==> config.mk <==
export PLATFORM = sky130hd
export DESIGN_NAME = hcgm_top
export DESIGN_NICKNAME = d
export VERILOG_FILES = /design/src/common/hcgm_pkg.sv /design/src/hw/hcgm_pin_sel.sv /design/src/hw/hcgm_top.sv
export SDC_FILE = /design/constraint.sdc
export NUM_CORES = 1
export LEC_CHECK = 0
export ABC_AREA = 1
export BUFFER_PORTS_ARGS = -buffer_cell sky130_fd_sc_hd__buf_2
export CAP_MARGIN = 0
export CORE_MARGIN = 2
export CORE_UTILIZATION = 50
export CTS_CLUSTER_DIAMETER = 80
export CTS_CLUSTER_SIZE = 40
export DETAILED_ROUTE_END_ITERATION = 6
export HOLD_SLACK_MARGIN = 0.06
export PLACE_DENSITY = 0.86
export SKIP_LAST_GASP = 1
export SLEW_MARGIN = 15
export SYNTH_ARGS = -nofsm -noshare
export SYNTH_HDL_FRONTEND = slang
export SYNTH_SLANG_ARGS = --single-unit
==> constraint.sdc <==
create_clock -name clk -period 7.1 [get_ports clk]
set_input_delay 0.355 -clock clk [delete_from_list [all_inputs] [get_ports clk]]
set_output_delay 0.355 -clock clk [all_outputs]
set_load 0.05 [all_outputs]
==> src/common/hcgm_pkg.sv <==
// Constants, field layout and carrier types of the host control and output-pin select block.
// Assumes one 25 MHz clock and an AXI4-Lite register port with 32-bit data.
package hcgm_pkg;

    // ==========================================================
    // Bus and register map
    localparam int ADDR_W = 12;
    localparam logic [ADDR_W-1:0] IDX_HOST_CTRL = 12'h040;
    localparam logic [ADDR_W-1:0] IDX_PIN_SEL = 12'h042;
    localparam logic [ADDR_W-1:0] ADDR_HOST_CTRL = IDX_HOST_CTRL << 2;
    localparam logic [ADDR_W-1:0] ADDR_PIN_SEL = IDX_PIN_SEL << 2;
    localparam logic [1:0] RESP_OKAY = 2'h0;
    localparam logic [1:0] RESP_SLVERR = 2'h2;

    // ==========================================================
    // Host control fields
    localparam int HC_FLAG_BIT = 0;
    localparam int HC_MASK_BIT = 1;
    localparam int HC_LPS_BIT = 2;
    localparam int HC_SRST_BIT = 3;
    localparam logic [31:0] HOST_CTRL_RST = 32'h0000_0000;
    localparam logic LINK_POWER_STATUS_ENABLE_RST = 1'b1;

    // ==========================================================
    // Output-pin select fields
    localparam int SEL_W = 5;
    localparam int NUM_PINS = 3;
    localparam int SEL_A_LSB = 27;
    localparam int SEL_B_LSB = 19;
    localparam int SEL_C_LSB = 11;
    localparam logic [31:0] PIN_SEL_RST = 32'h0000_0000;
    localparam logic [31:0] PIN_SEL_WMASK = 32'hF8F8_F800;

    localparam logic [SEL_W-1:0] SEL_LEGACY = 5'h00;
    localparam logic [SEL_W-1:0] SEL_CYC_DONE = 5'h01;
    localparam logic [SEL_W-1:0] SEL_GRF_EMPTY = 5'h02;
    localparam logic [SEL_W-1:0] SEL_CYC_STARTED = 5'h03;
    localparam logic [SEL_W-1:0] SEL_ATF_FULL = 5'h04;
    localparam logic [SEL_W-1:0] SEL_ATF_EMPTY = 5'h05;
    localparam logic [SEL_W-1:0] SEL_ITF_FULL = 5'h06;
    localparam logic [SEL_W-1:0] SEL_ITF_EMPTY = 5'h07;
    localparam logic [SEL_W-1:0] SEL_ACK_RCVD = 5'h08;
    localparam logic [SEL_W-1:0] SEL_LINK_HALF = 5'h09;
    localparam logic [SEL_W-1:0] SEL_ARB_GAP = 5'h0A;
    localparam logic [SEL_W-1:0] SEL_FAIR_GAP = 5'h0B;
    localparam logic [SEL_W-1:0] SEL_GRF_CONFIRM = 5'h0C;
    localparam logic [SEL_W-1:0] SEL_PKT_DONE = 5'h0D;
    localparam logic [SEL_W-1:0] SEL_CONST_LO = 5'h0E;
    localparam logic [SEL_W-1:0] SEL_CONST_HI = 5'h0F;
    localparam logic [SEL_W-1:0] SEL_TOKEN = 5'h10;

    // ==========================================================
    // Carriers
    typedef struct packed {
        logic cycle_done;
        logic cycle_start;
        logic cycle_started;
        logic grf_empty;
        logic atf_full;
        logic atf_empty;
        logic itf_full;
        logic itf_empty;
        logic ack_received;
        logic link_clk_half;
        logic arbitration_gap;
        logic fairness_gap;
        logic grf_confirm;
        logic packet_complete_flag;
        logic token_at_head_flag;
    } hcgm_src_t;

    typedef struct packed {
        logic soft_reset;
        logic link_power_status_enable;
        logic access_fail_mask;
        logic access_fail_flag;
    } hcgm_hc_t;

endpackage

==> src/hw/hcgm_pin_sel.sv <==
// One output-pin source selector, decoding a 5-bit select code.
// Assumes its sources are already synchronous to the host clock.
`timescale 1ns/1ps
module hcgm_pin_sel #(
    parameter int PIN = 0
) (
    input wire logic [hcgm_pkg::SEL_W-1:0] sel,
    input wire hcgm_pkg::hcgm_src_t src,
    output logic pin_level
);
    import hcgm_pkg::*;

    logic legacy;
    logic top_default;

    // ==========================================================
    // Per-pin legacy source
    always_comb
    begin
        legacy = src.cycle_start;
        top_default = src.cycle_start;
        case (PIN)
            0:
            begin
                legacy = src.grf_empty;
                top_default = src.grf_empty;
            end
            1:
            begin
                legacy = src.cycle_done;
                top_default = src.cycle_done;
            end
            default:
            begin
                legacy = src.cycle_start;
                // 1xxx0 is not defined for this pin; treat like the legacy code
                top_default = sel[0] ? src.cycle_started : src.cycle_start;
            end
        endcase
    end

    // ==========================================================
    // Code decode
    always_comb
    begin
        case (sel)
            SEL_LEGACY: pin_level = legacy;
            SEL_CYC_DONE: pin_level = src.cycle_done;
            SEL_GRF_EMPTY: pin_level = src.grf_empty;
            SEL_CYC_STARTED: pin_level = src.cycle_started;
            SEL_ATF_FULL: pin_level = src.atf_full;
            SEL_ATF_EMPTY: pin_level = src.atf_empty;
            SEL_ITF_FULL: pin_level = src.itf_full;
            SEL_ITF_EMPTY: pin_level = src.itf_empty;
            SEL_ACK_RCVD: pin_level = src.ack_received;
            SEL_LINK_HALF: pin_level = src.link_clk_half;
            SEL_ARB_GAP: pin_level = src.arbitration_gap;
            SEL_FAIR_GAP: pin_level = src.fairness_gap;
            SEL_GRF_CONFIRM: pin_level = src.grf_confirm;
            SEL_PKT_DONE: pin_level = src.packet_complete_flag;
            SEL_CONST_LO: pin_level = 1'b0;
            SEL_CONST_HI: pin_level = 1'b1;
            SEL_TOKEN: pin_level = src.token_at_head_flag;
            default: pin_level = top_default;
        endcase
    end

endmodule

==> src/hw/hcgm_top.sv <==
// Host control register and output-pin select register with AXI4-Lite access.
// Assumes link-side sources arrive as levels and are resynchronised here.
`timescale 1ns/1ps
module hcgm_top (
    input wire logic clk,
    input wire logic nrst,
    input wire logic [hcgm_pkg::ADDR_W-1:0] s_axi_awaddr,
    input wire logic s_axi_awvalid,
    output logic s_axi_awready,
    input wire logic [31:0] s_axi_wdata,
    input wire logic [3:0] s_axi_wstrb,
    input wire logic s_axi_wvalid,
    output logic s_axi_wready,
    output logic [1:0] s_axi_bresp,
    output logic s_axi_bvalid,
    input wire logic s_axi_bready,
    input wire logic [hcgm_pkg::ADDR_W-1:0] s_axi_araddr,
    input wire logic s_axi_arvalid,
    output logic s_axi_arready,
    output logic [31:0] s_axi_rdata,
    output logic [1:0] s_axi_rresp,
    output logic s_axi_rvalid,
    input wire logic s_axi_rready,
    input wire logic link_reg_access,
    input wire logic link_clk_running,
    input wire logic diag_register_write_override,
    input wire hcgm_pkg::hcgm_src_t link_src,
    output logic link_soft_reset,
    output logic link_power_status_enable,
    output logic irq,
    output logic [hcgm_pkg::NUM_PINS-1:0] general_out_pins
);
    import hcgm_pkg::*;

    // ==========================================================
    // Reset release
    logic rst_s1_q;
    logic rst_n;

    always_ff @(posedge clk or negedge nrst)
    begin
        if (!nrst)
        begin
            rst_s1_q <= 1'b0;
            rst_n <= 1'b0;
        end
        else
        begin
            rst_s1_q <= 1'b1;
            rst_n <= rst_s1_q;
        end
    end

    // ==========================================================
    // AXI4-Lite write channel
    logic aw_held_q, aw_held_d;
    logic w_held_q, w_held_d;
    logic [ADDR_W-1:0] waddr_q, waddr_d;
    logic [31:0] wdata_q, wdata_d;
    logic [3:0] wstrb_q, wstrb_d;
    logic bvalid_q, bvalid_d;
    logic [1:0] bresp_q, bresp_d;
    logic awready_q, awready_d;
    logic wready_q, wready_d;
    logic wr_fire;
    logic wr_host;
    logic wr_sel;
    logic [31:0] byte_mask;

    assign wr_fire = aw_held_q && w_held_q && !bvalid_q;
    assign wr_host = wr_fire && waddr_q[ADDR_W-1:2] == ADDR_HOST_CTRL[ADDR_W-1:2];
    assign wr_sel = wr_fire && waddr_q[ADDR_W-1:2] == ADDR_PIN_SEL[ADDR_W-1:2];

    genvar gb;
    generate
        for (gb = 0; gb < 4; gb++)
        begin : g_lane
            assign byte_mask[gb*8 +: 8] = {8{wstrb_q[gb]}};
        end
    endgenerate

    always_comb
    begin
        aw_held_d = aw_held_q;
        w_held_d = w_held_q;
        waddr_d = waddr_q;
        wdata_d = wdata_q;
        wstrb_d = wstrb_q;
        bvalid_d = bvalid_q;
        bresp_d = bresp_q;
        if (s_axi_bvalid && s_axi_bready)
            bvalid_d = 1'b0;
        if (wr_fire)
        begin
            aw_held_d = 1'b0;
            w_held_d = 1'b0;
            bvalid_d = 1'b1;
            bresp_d = (wr_host || wr_sel) ? RESP_OKAY : RESP_SLVERR;
        end
        if (s_axi_awvalid && awready_q)
        begin
            aw_held_d = 1'b1;
            waddr_d = s_axi_awaddr;
        end
        if (s_axi_wvalid && wready_q)
        begin
            w_held_d = 1'b1;
            wdata_d = s_axi_wdata;
            wstrb_d = s_axi_wstrb;
        end
        awready_d = !aw_held_d;
        wready_d = !w_held_d;
    end

    always_ff @(posedge clk or negedge rst_n)
    begin
        if (!rst_n)
        begin
            aw_held_q <= 1'b0;
            w_held_q <= 1'b0;
            waddr_q <= '0;
            wdata_q <= 32'h0000_0000;
            wstrb_q <= 4'h0;
            bvalid_q <= 1'b0;
            bresp_q <= RESP_OKAY;
            awready_q <= 1'b0;
            wready_q <= 1'b0;
        end
        else
        begin
            aw_held_q <= aw_held_d;
            w_held_q <= w_held_d;
            waddr_q <= waddr_d;
            wdata_q <= wdata_d;
            wstrb_q <= wstrb_d;
            bvalid_q <= bvalid_d;
            bresp_q <= bresp_d;
            awready_q <= awready_d;
            wready_q <= wready_d;
        end
    end

    // ==========================================================
    // Register state
    hcgm_hc_t hc_q, hc_d;
    logic [31:0] sel_q, sel_d;
    logic hc_lane0;
    logic fail_evt;

    assign hc_lane0 = wr_host && wstrb_q[0];
    assign fail_evt = link_reg_access && !link_clk_running;

    always_comb
    begin
        hc_d = hc_q;
        sel_d = sel_q;
        if (hc_lane0)
        begin
            if (diag_register_write_override)
                hc_d.access_fail_flag = wdata_q[HC_FLAG_BIT];
            else if (wdata_q[HC_FLAG_BIT])
                hc_d.access_fail_flag = 1'b0;
            hc_d.soft_reset = wdata_q[HC_SRST_BIT];
            // Fail mask frozen while soft reset already holds
            if (!hc_q.soft_reset)
                hc_d.access_fail_mask = wdata_q[HC_MASK_BIT];
            if (wdata_q[HC_LPS_BIT])
                hc_d.link_power_status_enable = 1'b1;
        end
        if (fail_evt)
            hc_d.access_fail_flag = 1'b1;
        if (hc_d.soft_reset)
            hc_d.link_power_status_enable = 1'b0;
        if (wr_sel && !hc_q.soft_reset)
            sel_d = (sel_q & ~(byte_mask & PIN_SEL_WMASK)) | (wdata_q & byte_mask & PIN_SEL_WMASK);
    end

    always_ff @(posedge clk or negedge rst_n)
    begin
        if (!rst_n)
        begin
            hc_q <= hcgm_hc_t'(HOST_CTRL_RST[3:0]);
            hc_q.link_power_status_enable <= LINK_POWER_STATUS_ENABLE_RST;
            sel_q <= PIN_SEL_RST;
        end
        else
        begin
            hc_q <= hc_d;
            sel_q <= sel_d;
        end
    end

    // ==========================================================
    // AXI4-Lite read channel
    logic rvalid_q, rvalid_d;
    logic [31:0] rdata_q, rdata_d;
    logic [1:0] rresp_q, rresp_d;
    logic arready_q, arready_d;

    always_comb
    begin
        rvalid_d = rvalid_q;
        rdata_d = rdata_q;
        rresp_d = rresp_q;
        if (s_axi_rvalid && s_axi_rready)
            rvalid_d = 1'b0;
        if (s_axi_arvalid && arready_q)
        begin
            rvalid_d = 1'b1;
            rresp_d = RESP_OKAY;
            if (s_axi_araddr[ADDR_W-1:2] == ADDR_HOST_CTRL[ADDR_W-1:2])
                rdata_d = {28'h0000000, hc_q};
            else if (s_axi_araddr[ADDR_W-1:2] == ADDR_PIN_SEL[ADDR_W-1:2])
                rdata_d = sel_q;
            else
            begin
                rdata_d = 32'h0000_0000;
                rresp_d = RESP_SLVERR;
            end
        end
        arready_d = !rvalid_d;
    end

    always_ff @(posedge clk or negedge rst_n)
    begin
        if (!rst_n)
        begin
            rvalid_q <= 1'b0;
            rdata_q <= 32'h0000_0000;
            rresp_q <= RESP_OKAY;
            arready_q <= 1'b0;
        end
        else
        begin
            rvalid_q <= rvalid_d;
            rdata_q <= rdata_d;
            rresp_q <= rresp_d;
            arready_q <= arready_d;
        end
    end

    // ==========================================================
    // Source synchronisers and output pins
    hcgm_src_t src_s1_q;
    hcgm_src_t src_s2_q;
    logic [NUM_PINS-1:0] pins_q, pins_d;
    logic irq_q, irq_d;
    logic [SEL_W-1:0] pin_code [NUM_PINS];

    // Link-side levels cross here; the half-rate clock is only as good as two flops allow
    always_ff @(posedge clk or negedge rst_n)
    begin
        if (!rst_n)
        begin
            src_s1_q <= '0;
            src_s2_q <= '0;
        end
        else
        begin
            src_s1_q <= link_src;
            src_s2_q <= src_s1_q;
        end
    end

    assign pin_code[0] = sel_q[SEL_A_LSB +: SEL_W];
    assign pin_code[1] = sel_q[SEL_B_LSB +: SEL_W];
    assign pin_code[2] = sel_q[SEL_C_LSB +: SEL_W];

    genvar gp;
    generate
        for (gp = 0; gp < NUM_PINS; gp++)
        begin : g_pin
            hcgm_pin_sel #(
                .PIN(gp)
            ) u_sel (
                .sel(pin_code[gp]),
                .src(src_s2_q),
                .pin_level(pins_d[gp])
            );
        end
    endgenerate

    assign irq_d = hc_q.access_fail_flag && hc_q.access_fail_mask;

    always_ff @(posedge clk or negedge rst_n)
    begin
        if (!rst_n)
        begin
            pins_q <= '0;
            irq_q <= 1'b0;
        end
        else
        begin
            pins_q <= pins_d;
            irq_q <= irq_d;
        end
    end

    assign s_axi_awready = awready_q;
    assign s_axi_wready = wready_q;
    assign s_axi_bvalid = bvalid_q;
    assign s_axi_bresp = bresp_q;
    assign s_axi_arready = arready_q;
    assign s_axi_rvalid = rvalid_q;
    assign s_axi_rdata = rdata_q;
    assign s_axi_rresp = rresp_q;
    assign link_soft_reset = hc_q.soft_reset;
    assign link_power_status_enable = hc_q.link_power_status_enable;
    assign irq = irq_q;
    assign general_out_pins = pins_q;
endmodule

Word-level counts from Yosys, hierarchy flattened
Cells that the tools add are included.

Reduce and logical (&&, ||, !) cells: 29. Muxes and demuxes: 24. Bitwise logic cells: 5. Eq/ne operators: 50.

Operators with widths (count): $eq 5x4->1 const B (24); $and 32x32->32 (2); $mux 32 (2); $eq 5x3->1 const B (12); $eq 10x7->1 const B (4); $not 32->32 (1); $or 32x32->32 (1); $pmux 1 s15 (2); $eq 5x2->1 const B (5); $pmux 1 s17 (1); $eq 5x5->1 const B (3); $mux 1 (15); $logic_and 1x1->1 (13); $eq 5x1->1 const B (2); $reduce_bool 2->1 (4); $logic_not 1->1 (6); $mux 2 (3); $reduce_and 2->1 (3); $logic_not 5->1 (1); $mux 4 (1); $reduce_bool 3->1 (1); $logic_or 1x1->1 (1); $not 1->1 (1).

Output and inout port bits: 47. Bits of input ports: 85. Flip-flop bits (word level): 163. Logic and storage cells: 160.

Logic depth before layout (Yosys ltp)
Gate-level depths: netlist of run 1.

Depth after elaboration: 7. Depth in mapped cells: 10. Mapped depth without buffers: 9.

Hierarchy
Synthesis of run 1 repeated with hierarchy kept, for this count alone.

Cell total of the unflattened synthesis: 542. Area total of the unflattened synthesis: 5002.3 µm².

Modules (own cells, without submodules): hcgm_top (sequential area each 2904.0 µm², instances 1, area each 4236.6 µm², cells each 367); hcgm_pin_sel (g_pin[1].u_sel) (sequential area each 0.0 µm², instances 1, area each 257.7 µm², cells each 57); hcgm_pin_sel (g_pin[2].u_sel) (sequential area each 0.0 µm², instances 1, area each 257.7 µm², cells each 61); hcgm_pin_sel (g_pin[0].u_sel) (sequential area each 0.0 µm², instances 1, area each 250.2 µm², cells each 57).

Least setup slack after synthesis of run 1
No wires, ideal clock.

Kind: reg2reg. Start: reg bvalid_q, in the netlist s_axi_bvalid. End: reg (tool-made name). Library setup time: 117 ps. Arrival time: 1438 ps. Cell stages (with the launch flop): 9. Period minus slack after synthesis: 1555 ps. Slack: 5545 ps. Path buffers: 1. Data required time: 6983 ps. Cell sequence: dfrtp_1 -> inv_2 -> nand3_2 -> nor2_2 -> and2_4 -> buf_12 -> nand3_4 -> nand2_1 -> o21ai_2.

RTL lines: start: declaration (RTL line hcgm_top.sv:61) `logic bvalid_q, bvalid_d;`; start signal: assignment (RTL line hcgm_top.sv:136) `bvalid_q <= bvalid_d;`.

Final worst setup path of run 1
Start: reg arready_q, in the netlist s_axi_arready. End: reg rdata_q[14], in the netlist s_axi_rdata[14].

Word-level cells in the longest chain between the ends: 1.

Ends and longest elaborated chain: start: declaration (RTL line hcgm_top.sv:198) `logic arready_q, arready_d;`; start signal: assignment (RTL line hcgm_top.sv:238) `arready_q <= arready_d;`; $logic_and 1x1->1 (RTL line hcgm_top.sv:207) `if (s_axi_arvalid && arready_q)`; end signal: assignment (RTL line hcgm_top.sv:236) `rdata_q <= rdata_d;`; end: declaration (RTL line hcgm_top.sv:196) `logic [31:0] rdata_q, rdata_d;`.

No other way between the ends. A chain may end at the register's enable or synchronous reset.

==> results by group, run 1 <==
Yosys
  – Multiplexer fraction of the synthesized cell area: 2.726%
  – Complex-gate fraction of the synthesized area: 8.430%
  – Average instance area after synthesis: 9.336 sq um
  – Number of flops mapped to enable cells by yosys: 0
  – Adder-cell share of the synthesized area: 0%
  – Sequential share of the synthesized area: 58.58%
  – Count of cell types in the netlist: 33
  – Xor/xnor share of the synthesized area: 0%
  – Largest area contributor in the netlist: sky130_fd_sc_hd__dfrtp_1
  – Largest family of logic cells by synthesized area: simple AND/OR/NAND/NOR gates
  – Number of flip-flops and latches in the synthesized netlist: 116
  – Cell with the most instances after synthesis: sky130_fd_sc_hd__dfrtp_1
  – Area share of the leading cell type in the synthesized netlist: 58.05%
  – Area of the mapped netlist: 0.004957 sq mm
  – Top post-synthesis cells by count: 115 x sky130_fd_sc_hd__dfrtp_1, 106 x sky130_fd_sc_hd__nand2_1, 70 x sky130_fd_sc_hd__nor2_1
  – Primary FF master, synth: sky130_fd_sc_hd__dfrtp_1
  – Number of warnings printed during yosys synthesis: 0
  – Asr flop ratio synth: 100.0%
  – Top post-synthesis cells by area: sky130_fd_sc_hd__dfrtp_1 58%, sky130_fd_sc_hd__nand2_1 8.0%, sky130_fd_sc_hd__nor2_1 5.3%, sky130_fd_sc_hd__inv_1 4.6%, sky130_fd_sc_hd__nand3_1 2.8%
  – Area fraction in and, or, nand and nor cells after synthesis: 21.30%
  – Syn Inst Count: 531

Floorplan
  – Die boundary height: 103.6 um
  – Core area: 0.009684 sq mm
  – Die width: 103.6 um
  – FP Rows: 36
  – Die area: 0.01073 sq mm
  – Starting utilization of the core area: 51.19%
  – I/O pins: 132

GRT
  – Pin count of the biggest net entering global routing: 79
  – GRT Resource Usage Total: 22.87%
  – Leftover overflow at the end of global routing: 0
  – Number of global-route vias before repair: 4175
  – Number of antenna violations at the first check in global routing: 1
  – First-pass GRT wire length: 19310 um

Finish
  – Area Overhead vs Synth: 28.77%
  – Post-Route Utilization: 65.92%
  – Net count of the finished layout: 750
  – Fin cells: 812
  – Fraction of layout cells with a size suffix above 1: 25.07%

Timing
  – Worst slew slack as a fraction of its limit: 38.31%
  – F_max: 0.5355 GHz
  – Worst-margin pin slew: 0.9253 ns
  – Final number of hold-violating endpoints: 0
  – Setup violators final: 0
  – Setup_tns: 0 ns
  – Final Slew Violations: 0
  – Unrepaired setup endpoints after global routing: no
  – Time the worst path needs with I/O delays and setup: 1.868 ns
  – Period utilization: 26.30%
  – Worst hold slack across all endpoints: 0.08337 ns
  – Setup clock skew after layout: 0.009147 ns

Routing
  – Average routed wire per standard cell: 14.37 um
  – Total number of vias: 4008
  – Via count normalized by instance count: 4.936
  – Antenna Violating Nets Remaining: 0
  – First-pass DRT Iterations: 4
  – Detailed Route Iter0 Violations: 313
  – DRC viols: 0
  – Wirelength, routed: 11670 um

Critical path
  – Critical-path maximum fanout: 21
  – Type of element capturing the critical path: register
  – Critical Setup Path Class: reg2reg
  – Data arrival time of the critical path: 2.30 ns
  – Worst R2R Start: s_axi_arready
  – Setup slack of the most critical reg-to-reg path: 5.23 ns
  – Destination of the worst register-to-register timing path: s_axi_rdata[14]
  – R2r worst-path depth: 4
  – Required time of the worst setup path: 7.53 ns
  – Crit path launch type: register

Clocking
  – Cts hold-fix bufs: 27
  – Setup fix buffers added after clock tree synthesis: 0
  – Clk root buf: sky130_fd_sc_hd__clkbuf_8
  – Clock transition at the registers of the reported paths: 0.06 ns
  – TritonCTS Sinks: 116
  – H-Tree Level Count: 4
  – CTS Buf Count: 17
  – Later-pin clock latency in the skew report: 0.52 ns
  – Gates resized, CTS repair: 0
  – Bufs on Longest Clock Path: 2
  – TritonCTS clock tree: done

Placement
  – Number of instances in the placed design: 750
  – Number of I/O port buffers: 99
  – RD Place Congestion: 0.8820
  – Half-perimeter wire length of the detailed placement result: 7710 um

Pwr
  – Relative contribution of sequential cells to total power: 41.3%
  – Power spent charging and discharging nets: 0.0006150 W
  – Logic pwr share: 17.3%
  – Clock network power share: 41.4%
  – Max VDD drop: 0.3045 mV
  – Switching fraction of total power: 29.71%
  – Power density over the cells: 324.3 mW/mm^2
  – Leakage power of the design: 3.209 nW
  – Cell-internal power: 0.001455 W

Min path
  – Launch point of the worst hold path: s_axi_wdata[15]
  – Endpoint, Worst Hold: wdata_q[15]
  – Type of the worst min-delay path: in2reg
  – Count of cells along the worst hold path: 3

Status
  – Outcome: finished, final reports clean

Flow run
  – Count of max-cap constraint violations: 0
## worst max-delay path, stage by stage (launching register included)
cell and delay, ns:
sky130_fd_sc_hd__dfrtp_1 0.33, sky130_fd_sc_hd__nand2_1 0.38, sky130_fd_sc_hd__nor3_1 0.41, sky130_fd_sc_hd__nand3_2 0.39, sky130_fd_sc_hd__o21ai_1 0.27
## placed cells by master (no fill, tap or decap), types with 2 or more instances in the layout
master,instances
sky130_fd_sc_hd__buf_2,99
sky130_fd_sc_hd__bufinv_16,3
sky130_fd_sc_hd__clkbuf_16,16
sky130_fd_sc_hd__inv_6,3
sky130_fd_sc_hd__mux2_2,12
sky130_fd_sc_hd__buf_4,2
sky130_fd_sc_hd__nor2_1,70
sky130_fd_sc_hd__nand4_1,12
sky130_fd_sc_hd__dlygate4sd3_1,29
sky130_fd_sc_hd__nand3_4,3
sky130_fd_sc_hd__inv_1,61
sky130_fd_sc_hd__nor2_4,2
sky130_fd_sc_hd__nand3b_1,2
sky130_fd_sc_hd__clkbuf_8,2
sky130_fd_sc_hd__clkinvlp_4,5
sky130_fd_sc_hd__conb_1,16
sky130_fd_sc_hd__o21ai_1,22
sky130_fd_sc_hd__clkinv_4,2
sky130_fd_sc_hd__nand2_1,106
sky130_fd_sc_hd__o21ai_2,11
sky130_fd_sc_hd__nand3_2,2
sky130_fd_sc_hd__a21oi_1,26
sky130_fd_sc_hd__nor3_1,6
sky130_fd_sc_hd__dfrtp_1,114
sky130_fd_sc_hd__nand3_1,28
sky130_fd_sc_hd__o21ai_0,13
## routing by layer
metal	track usage, %	share of wire (%)	wire (um)
met4	11.20	3.5	404
met2	38.79	50	5785
met1	26.83	41	4754
met5	0	0	0
met3	6.419	6.2	723
## power by group through the flow
stage,clock network (W),registers [W],logic (W)
after floorplan,0,0.000895,0.000221
after global placement,0,0.000853,0.000325
after detailed placement,0,0.000863,0.000343
after CTS,0.000871,0.000853,0.000358
after global routing,0.000906,0.000867,0.000395
final,0.000857,0.000855,0.000358
## final cells by class
type | instances | area (sq um)
Clock buffer | 18 | 427.9
Antenna cell | 1 | 2.502
Tap cell | 133 | 166.4
Inverter | 62 | 232.7
Sequential cell | 116 | 2908
Timing Repair Buffer | 130 | 800.8
Multi-Input combinational cell | 338 | 1669
Clock inverter | 14 | 176.4
Fill cell | 764 | 3301
## kinds of logic (layout without fill, tap and decap cells)
family / Yosys count / count (layout)
AO/OA/AOI/OAI: 74 / 74
buffers and inverters: 91 / 224
flip-flops: 116 / 116
multiplexers: 12 / 12
other: 2 / 17
AND/OR/NAND/NOR: 236 / 236
## stage by stage
step / setup slack [ns] / total power, W / cell area (sq um)
floorplan: 3.631 / 0.001117 / 5010
global placement: 5.189 / 0.001179 / 5487
detailed placement: 5.089 / 0.001206 / 5487
CTS: 5.181 / 0.002083 / 6361
global route: 4.929 / 0.002167 / 6384
finish: 5.232 / 0.002070 / 6384
## worst max-delay path by stage
stage,start,endpoint,slack [ns],cells after the start
4_1_cts,s_axi_arready,s_axi_rdata[14],5.18,4
2_1_floorplan,rst_n,asynchronous set/reset pin,3.63,0
5_1_grt,s_axi_arready,s_axi_rdata[14],4.93,4
3_3_place_gp,s_axi_arvalid,s_axi_rdata[11],5.19,5
6_report,s_axi_arready,s_axi_rdata[14],5.23,4
3_5_place_dp,s_axi_arvalid,s_axi_rdata[14],5.09,5
Power figures use the tool's default switching activity.
==> inputs of run 2 (changes only) <==
Clock period 7.1 ns to 1.9 ns, I/O delays scaled along.
==> run 2 against run 1 <==
Against the previous run:
- first-iteration DRC count rose by 33%
- clock power grew to 4.0 times the previous value
- sequential power grew to 3.8 times the previous value
- clock skew shrank 0.00056 ns
- wire length grew 13%
- utilization increased by 4.4 points
- total power grew to 3.9 times the previous value
- worst setup slack worse by 5.2 ns
- clock-buffer cell count increased by 1
- cell count is 4.4% higher
- largest cell class unchanged
==> results by group, run 2 (synthesis results as in run 1) <==
Finish
  – Finished Cell Area: 0.006808 sq mm (+6.6%)
  – Fraction of layout cells with a size suffix above 1: 24.90% (-0.18 points)
  – Diodes inserted: 0 (-1)
  – Net count of the finished layout: 787 (+4.9%)
  – Highest-count cells in the layout ignoring fill and taps: 114 x sky130_fd_sc_hd__dfrtp_1, 105 x sky130_fd_sc_hd__nand2_1, 99 x sky130_fd_sc_hd__buf_2
  – Area Overhead vs Synth: 37.33%
  – Leading cell type in the layout, fill and taps excluded: sky130_fd_sc_hd__dfrtp_1
  – Filler Cell Count: 676 (-12%)

Clocking
  – CTS Buf Count: 17 (unchanged)
  – Clk root buf: sky130_fd_sc_hd__clkbuf_8
  – H-Tree Level Count: 4 (unchanged)
  – Clock transition at the registers of the reported paths: 0.06 ns (about the same)
  – TritonCTS Sinks: 116 (unchanged)
  – TritonCTS clock tree: done
  – Later-pin clock latency in the skew report: 0.52 ns (about the same)
  – Bufs on Longest Clock Path: 2 (unchanged)

Routing
  – Via count normalized by instance count: 5.009 (+1.5%)
  – Average routed wire per standard cell: 15.53 um (+8.1%)
  – Wirelength, routed: 13170 um (+13%)
  – First-pass DRT Iterations: 6 (+2)
  – Detailed Route Iter0 Violations: 416 (+33%)
  – Antenna Violating Nets Remaining: 0 (unchanged)
  – Total number of vias: 4248 (+6.0%)
  – DRC viols: 0 (unchanged)

Timing
  – Setup clock skew after layout: 0.008590 ns (-0.0005576 ns)
  – Unrepaired setup endpoints after global routing: yes
  – Final number of hold-violating endpoints: 0 (unchanged)
  – Setup_tns: 0 ns (unchanged)
  – Setup violators final: 0 (unchanged)
  – Final Slew Violations: 0 (unchanged)
  – Worst-margin pin slew: 0.5666 ns (-0.3588 ns)
  – Worst slew slack as a fraction of its limit: 62.23% (+24 points)
  – Time the worst path needs with I/O delays and setup: 1.881 ns (+0.01358 ns)
  – Period utilization: 99.01% (+73 points)
  – Final setup slack of the worst path: 0.01888 ns (-5.214 ns)
  – F_max: 0.5316 GHz (-0.72%)

Floorplan
  – Core area: 0.009684 sq mm (unchanged)
  – Die width: 103.6 um (unchanged)
  – FP Rows: 36 (unchanged)
  – Die boundary height: 103.6 um (unchanged)
  – I/O pins: 132 (unchanged)
  – Starting utilization of the core area: 51.19% (unchanged)
  – Die area: 0.01073 sq mm (unchanged)

Placement
  – Half-perimeter wire length of the detailed placement result: 7781 um (+0.93%)
  – Post-placement cell area: 0.005549 sq mm (+1.1%)
  – RD Place Congestion: 0.8603 (-2.5%)
  – Pre-CTS setup slack: 0.4381 ns (-4.651 ns)
  – Number of I/O port buffers: 99 (unchanged)

Min path
  – Type of the worst min-delay path: in2reg

Critical path
  – Crit path launch type: register
  – Critical Setup Path Class: reg2reg
  – Data arrival time of the critical path: 2.33 ns (+0.03 ns)
  – Type of element capturing the critical path: register
  – Required time of the worst setup path: 2.35 ns (-5.18 ns)
  – Critical-path maximum fanout: 4 (-81%)

GRT
  – First-pass GRT wire length: 21110 um (+9.3%)
  – Leftover overflow at the end of global routing: 0 (unchanged)
  – Number of global-route vias before repair: 4261 (+2.1%)
  – Number of antenna violations at the first check in global routing: 0 (-1)
  – Pin count of the biggest net entering global routing: 40 (-49%)
  – GRT Resource Usage Total: 25.36% (+2.5 points)

Pwr
  – Max VDD drop: 1.059 mV (+250%)
  – Leakage power of the design: 3.400 nW (+6.0%)
  – Power density over the cells: 1199 mW/mm^2 (+270%)
  – Overall power consumption: 0.008165 W (+290%)

Flow run
  – Count of max-cap constraint violations: 0 (unchanged)

Status
  – Outcome: finished, final reports clean
==> run 2: final cells by class <==
cell class / instances / area (sq um) / area share (%)
Tap cell: 133 / 166.4 / 2.444
Clock buffer: 19 / 441.7 / 6.488
Inverter: 62 / 232.7 / 3.418
Multi-Input combinational cell: 338 / 1682 / 24.70
Clock inverter: 13 / 196.4 / 2.885
Timing Repair Buffer: 167 / 1181 / 17.35
Sequential cell: 116 / 2908 / 42.71
==> run 2: final timing paths <==
check	startpoint	end	slack, ns	depth (start not counted)
setup / recovery	waddr_q[4]	hc_q[0]	0.02	8
hold / removal	s_axi_araddr[7]	s_axi_rdata[2]	0.05	5
setup reg to reg	waddr_q[4]	hc_q[0]	0.02	8
hold reg to reg	rst_n	wdata_q[27]	0.32	0
max in group asynchronous	rst_n	link_power_status_enable	0.92	1
min in group asynchronous	rst_n	wdata_q[27]	0.32	0
==> run 2: routing by layer <==
layer	routed length [um]	vias up	GRT usage, %
met3	724	30	5.223
met2	6754	181	43.95
met4	352	0	10.33
met5	0	-	0
met1	5339	2019	31.16
li1	-	2018	-
==> run 2: stage by stage <==
step | utilization [%] | std cells | hold slack (ns)
floorplan | - | 545 | -0.2006
global placement | 57.30 | 755 | -0.1182
detailed placement | 57.30 | 755 | -0.1180
CTS | 70.19 | 848 | 0.1296
global route | 70.30 | 848 | 0.1191
finish | 70.30 | 848 | 0.04850
==> run 2: worst max-delay path, cell delays in order, from the launching register on <==
cell                            delay [ns]
sky130_fd_sc_hd__dfrtp_1              0.40
sky130_fd_sc_hd__nor2_1               0.17
sky130_fd_sc_hd__nand2_2              0.11
sky130_fd_sc_hd__nor2_4               0.18
sky130_fd_sc_hd__nand3_2              0.16
sky130_fd_sc_hd__nor2_1               0.14
sky130_fd_sc_hd__a21oi_1              0.05
sky130_fd_sc_hd__dlygate4sd3_1        0.55
sky130_fd_sc_hd__nand2_1              0.06
==> run 2: where the power goes <==
part | total (W) | switching [W] | internal (W)
clock | 0.00344 | 0.00122 | 0.00222
sequential | 0.00322 | 0.000292 | 0.00293
combinational | 0.00150 | 0.000964 | 0.000534
==> run 2: repair_timing <==
item,CTS,global route
setup endpoints to repair,0,2
hold endpoints to repair,59,0
resized for setup,0,3
buffers inserted,0,1
hold buffers,61,0
==> inputs of run 3 (changes only) <==
Settings changed: CELL_PAD_IN_SITES_DETAIL_PLACEMENT set to 0, CELL_PAD_IN_SITES_GLOBAL_PLACEMENT set to 1, CORE_UTILIZATION 50 to 39, HOLD_SLACK_MARGIN 0.06 to 0.15, PLACE_DENSITY 0.86 to 0.89.
==> run 3 against run 2 <==
Against the previous run:
- non-clock buffer count decreased by 1
- highest routed layer unchanged
- flip-flop and latch count unchanged
- combinational power decreased by 7%
- critical path depth unchanged
- utilization decreased by 16 points
- critical endpoint unchanged
- cell area increased by 0.48%
- clock skew decreased by 0.0028 ns
- total power decreased by 2.9%
- first-iteration DRC count decreased by 39%
- cell count increased by 4.5%
- clock power decreased by 2%
==> results by group, run 3 (synthesis results as in run 1) <==
Critical path
  – Worst R2R Start: s_axi_bvalid
  – Critical-path maximum fanout: 5 (+1)
  – R2r worst-path depth: 8 (unchanged)
  – Setup slack of the most critical reg-to-reg path: 0.15 ns (+0.13 ns)
  – Required time of the worst setup path: 2.24 ns (-0.11 ns)
  – Data arrival time of the critical path: 2.09 ns (-0.24 ns)
  – Crit path launch type: register
  – Type of element capturing the critical path: register
  – Critical Setup Path Class: reg2reg
  – Critical Path Source: s_axi_bvalid
  – Destination of the worst register-to-register timing path: hc_q[0]

Flow run
  – Count of max-cap constraint violations: 0 (unchanged)

Routing
  – Antenna Violating Nets Remaining: 0 (unchanged)
  – Detailed Route Iter0 Violations: 254 (-39%)
  – Wirelength, routed: 11300 um (-14%)
  – DRC viols: 0 (unchanged)
  – First-pass DRT Iterations: 4 (-2)
  – Average routed wire per standard cell: 12.75 um (-18%)
  – Total number of vias: 4063 (-4.4%)
  – Via count normalized by instance count: 4.586 (-8.5%)

Clocking
  – TritonCTS Sinks: 116 (unchanged)
  – Later-pin clock latency in the skew report: 0.41 ns (-0.11 ns)
  – Bufs on Longest Clock Path: 2 (unchanged)
  – Setup fix buffers added after clock tree synthesis: 0 (unchanged)
  – TritonCTS clock tree: done
  – H-Tree Level Count: 4 (unchanged)
  – Clock transition at the registers of the reported paths: 0.05 ns (about the same)
  – CTS Buf Count: 17 (unchanged)
  – Clk root buf: sky130_fd_sc_hd__clkbuf_16

Timing
  – Unrepaired setup endpoints after global routing: no
  – Final number of hold-violating endpoints: 0 (unchanged)
  – Setup clock skew after layout: 0.005783 ns (-0.002806 ns)
  – Worst hold slack across all endpoints: 0.1652 ns (+0.1167 ns)
  – Final Slew Violations: 0 (unchanged)
  – Time the worst path needs with I/O delays and setup: 1.749 ns (-0.1322 ns)
  – Setup violators final: 0 (unchanged)
  – Setup_tns: 0 ns (unchanged)
  – F_max: 0.5718 GHz (+7.6%)
  – Period utilization: 92.05% (-7.0 points)

Floorplan
  – Die area: 0.01363 sq mm (+27%)
  – FP Rows: 41 (+14%)
  – Starting utilization of the core area: 39.60% (-12 points)
  – I/O pins: 132 (unchanged)
  – Die width: 116.7 um (+13%)
  – Die boundary height: 116.7 um (+13%)
  – Core area: 0.01252 sq mm (+29%)

GRT
  – First-pass GRT wire length: 18590 um (-12%)
  – Leftover overflow at the end of global routing: 0 (unchanged)
  – Number of antenna violations at the first check in global routing: 0 (unchanged)
  – Number of global-route vias before repair: 3962 (-7.0%)
  – GRT Resource Usage Total: 17.88% (-7.5 points)
  – Pin count of the biggest net entering global routing: 50 (+25%)

Pwr
  – Overall power consumption: 0.007926 W (-2.9%)
  – Power density over the cells: 1159 mW/mm^2 (-3.4%)
  – Max VDD drop: 1.107 mV (+4.5%)
  – Leakage power of the design: 3.390 nW (-0.31%)

Placement
  – RD Place Congestion: 0.8685 (+0.95%)
  – Number of I/O port buffers: 99 (unchanged)
  – Half-perimeter wire length of the detailed placement result: 7985 um (+2.6%)

Finish
  – Area Overhead vs Synth: 37.99%
  – Highest-count cells in the layout ignoring fill and taps: 114 x sky130_fd_sc_hd__dfrtp_1, 106 x sky130_fd_sc_hd__nand2_1, 99 x sky130_fd_sc_hd__buf_2
  – Net count of the finished layout: 786 (-0.13%)
  – Post-Route Utilization: 54.65% (-16 points)
  – Diodes inserted: 0 (unchanged)
  – Fraction of layout cells with a size suffix above 1: 24.51% (-0.39 points)
  – Leading cell type in the layout, fill and taps excluded: sky130_fd_sc_hd__dfrtp_1

Min path
  – Type of the worst min-delay path: in2reg
  – Launch point of the worst hold path: s_axi_araddr[7]
  – Endpoint, Worst Hold: s_axi_rdata[1]
  – Count of cells along the worst hold path: 5 (unchanged)

Status
  – Outcome: finished, final reports clean
[run 3: critical path, cell delays in order (launching register included)]
cell and delay (ns):
sky130_fd_sc_hd__dfrtp_1 0.38, sky130_fd_sc_hd__inv_2 0.06, sky130_fd_sc_hd__nand3_2 0.11, sky130_fd_sc_hd__nor2_2 0.21, sky130_fd_sc_hd__nand3_2 0.15, sky130_fd_sc_hd__nor2_1 0.11, sky130_fd_sc_hd__a21oi_1 0.04, sky130_fd_sc_hd__dlygate4sd3_1 0.55
sky130_fd_sc_hd__nand2_1 0.06
[run 3: worst max-delay path by stage]
stage                            to  slack [ns]  cells after the start
global placement    s_axi_rdata[14]        0.52                      5
global route                hc_q[0]      0.0009                      8
detailed placement          hc_q[1]        0.46                      8
finish                      hc_q[0]        0.15                      8
CTS                         hc_q[0]         0.1                      8
floorplan                  register        0.34                      8
[run 3: through the flow]
step                      area (sq um)  std cells  setup slack, ns
after floorplan                   5014        545           0.3450
after global placement            5590        793           0.5206
after detailed placement          5590        793           0.4645
after CTS                         6835        886          0.09563
after global routing              6840        886        0.0008555
final                             6840        886           0.1511
[run 3: area by class of cell]
type / instances / area (sq um)
Tap cell: 172 / 215.2
Sequential cell: 116 / 2908
Clock buffer: 19 / 452.9
Clock inverter: 13 / 181.4
Inverter: 62 / 232.7
Multi-Input combinational cell: 338 / 1674
Timing Repair Buffer: 166 / 1176
Fill cell: 1132 / 5677
[run 3: layer usage]
metal  track usage, %  routed length, um
met2            28.98               5536
met4            7.922                218
met1            22.82               4948
met3            4.411                594
met5                0                  0
[run 3: what timing repair did]
item                                   4_1_cts  5_1_grt
setup endpoints to repair                    0        1
resized for setup                            0        1
endpoints found under the hold margin       59        0
hold buffers                                61        0
[run 3: report_power, final]
part	internal, W	switching (W)	total, W
logic	0.000528	0.000860	0.00139
clock network	0.00225	0.00111	0.00336
registers	0.00293	0.000244	0.00318
total	0.00571	0.00221	0.00793
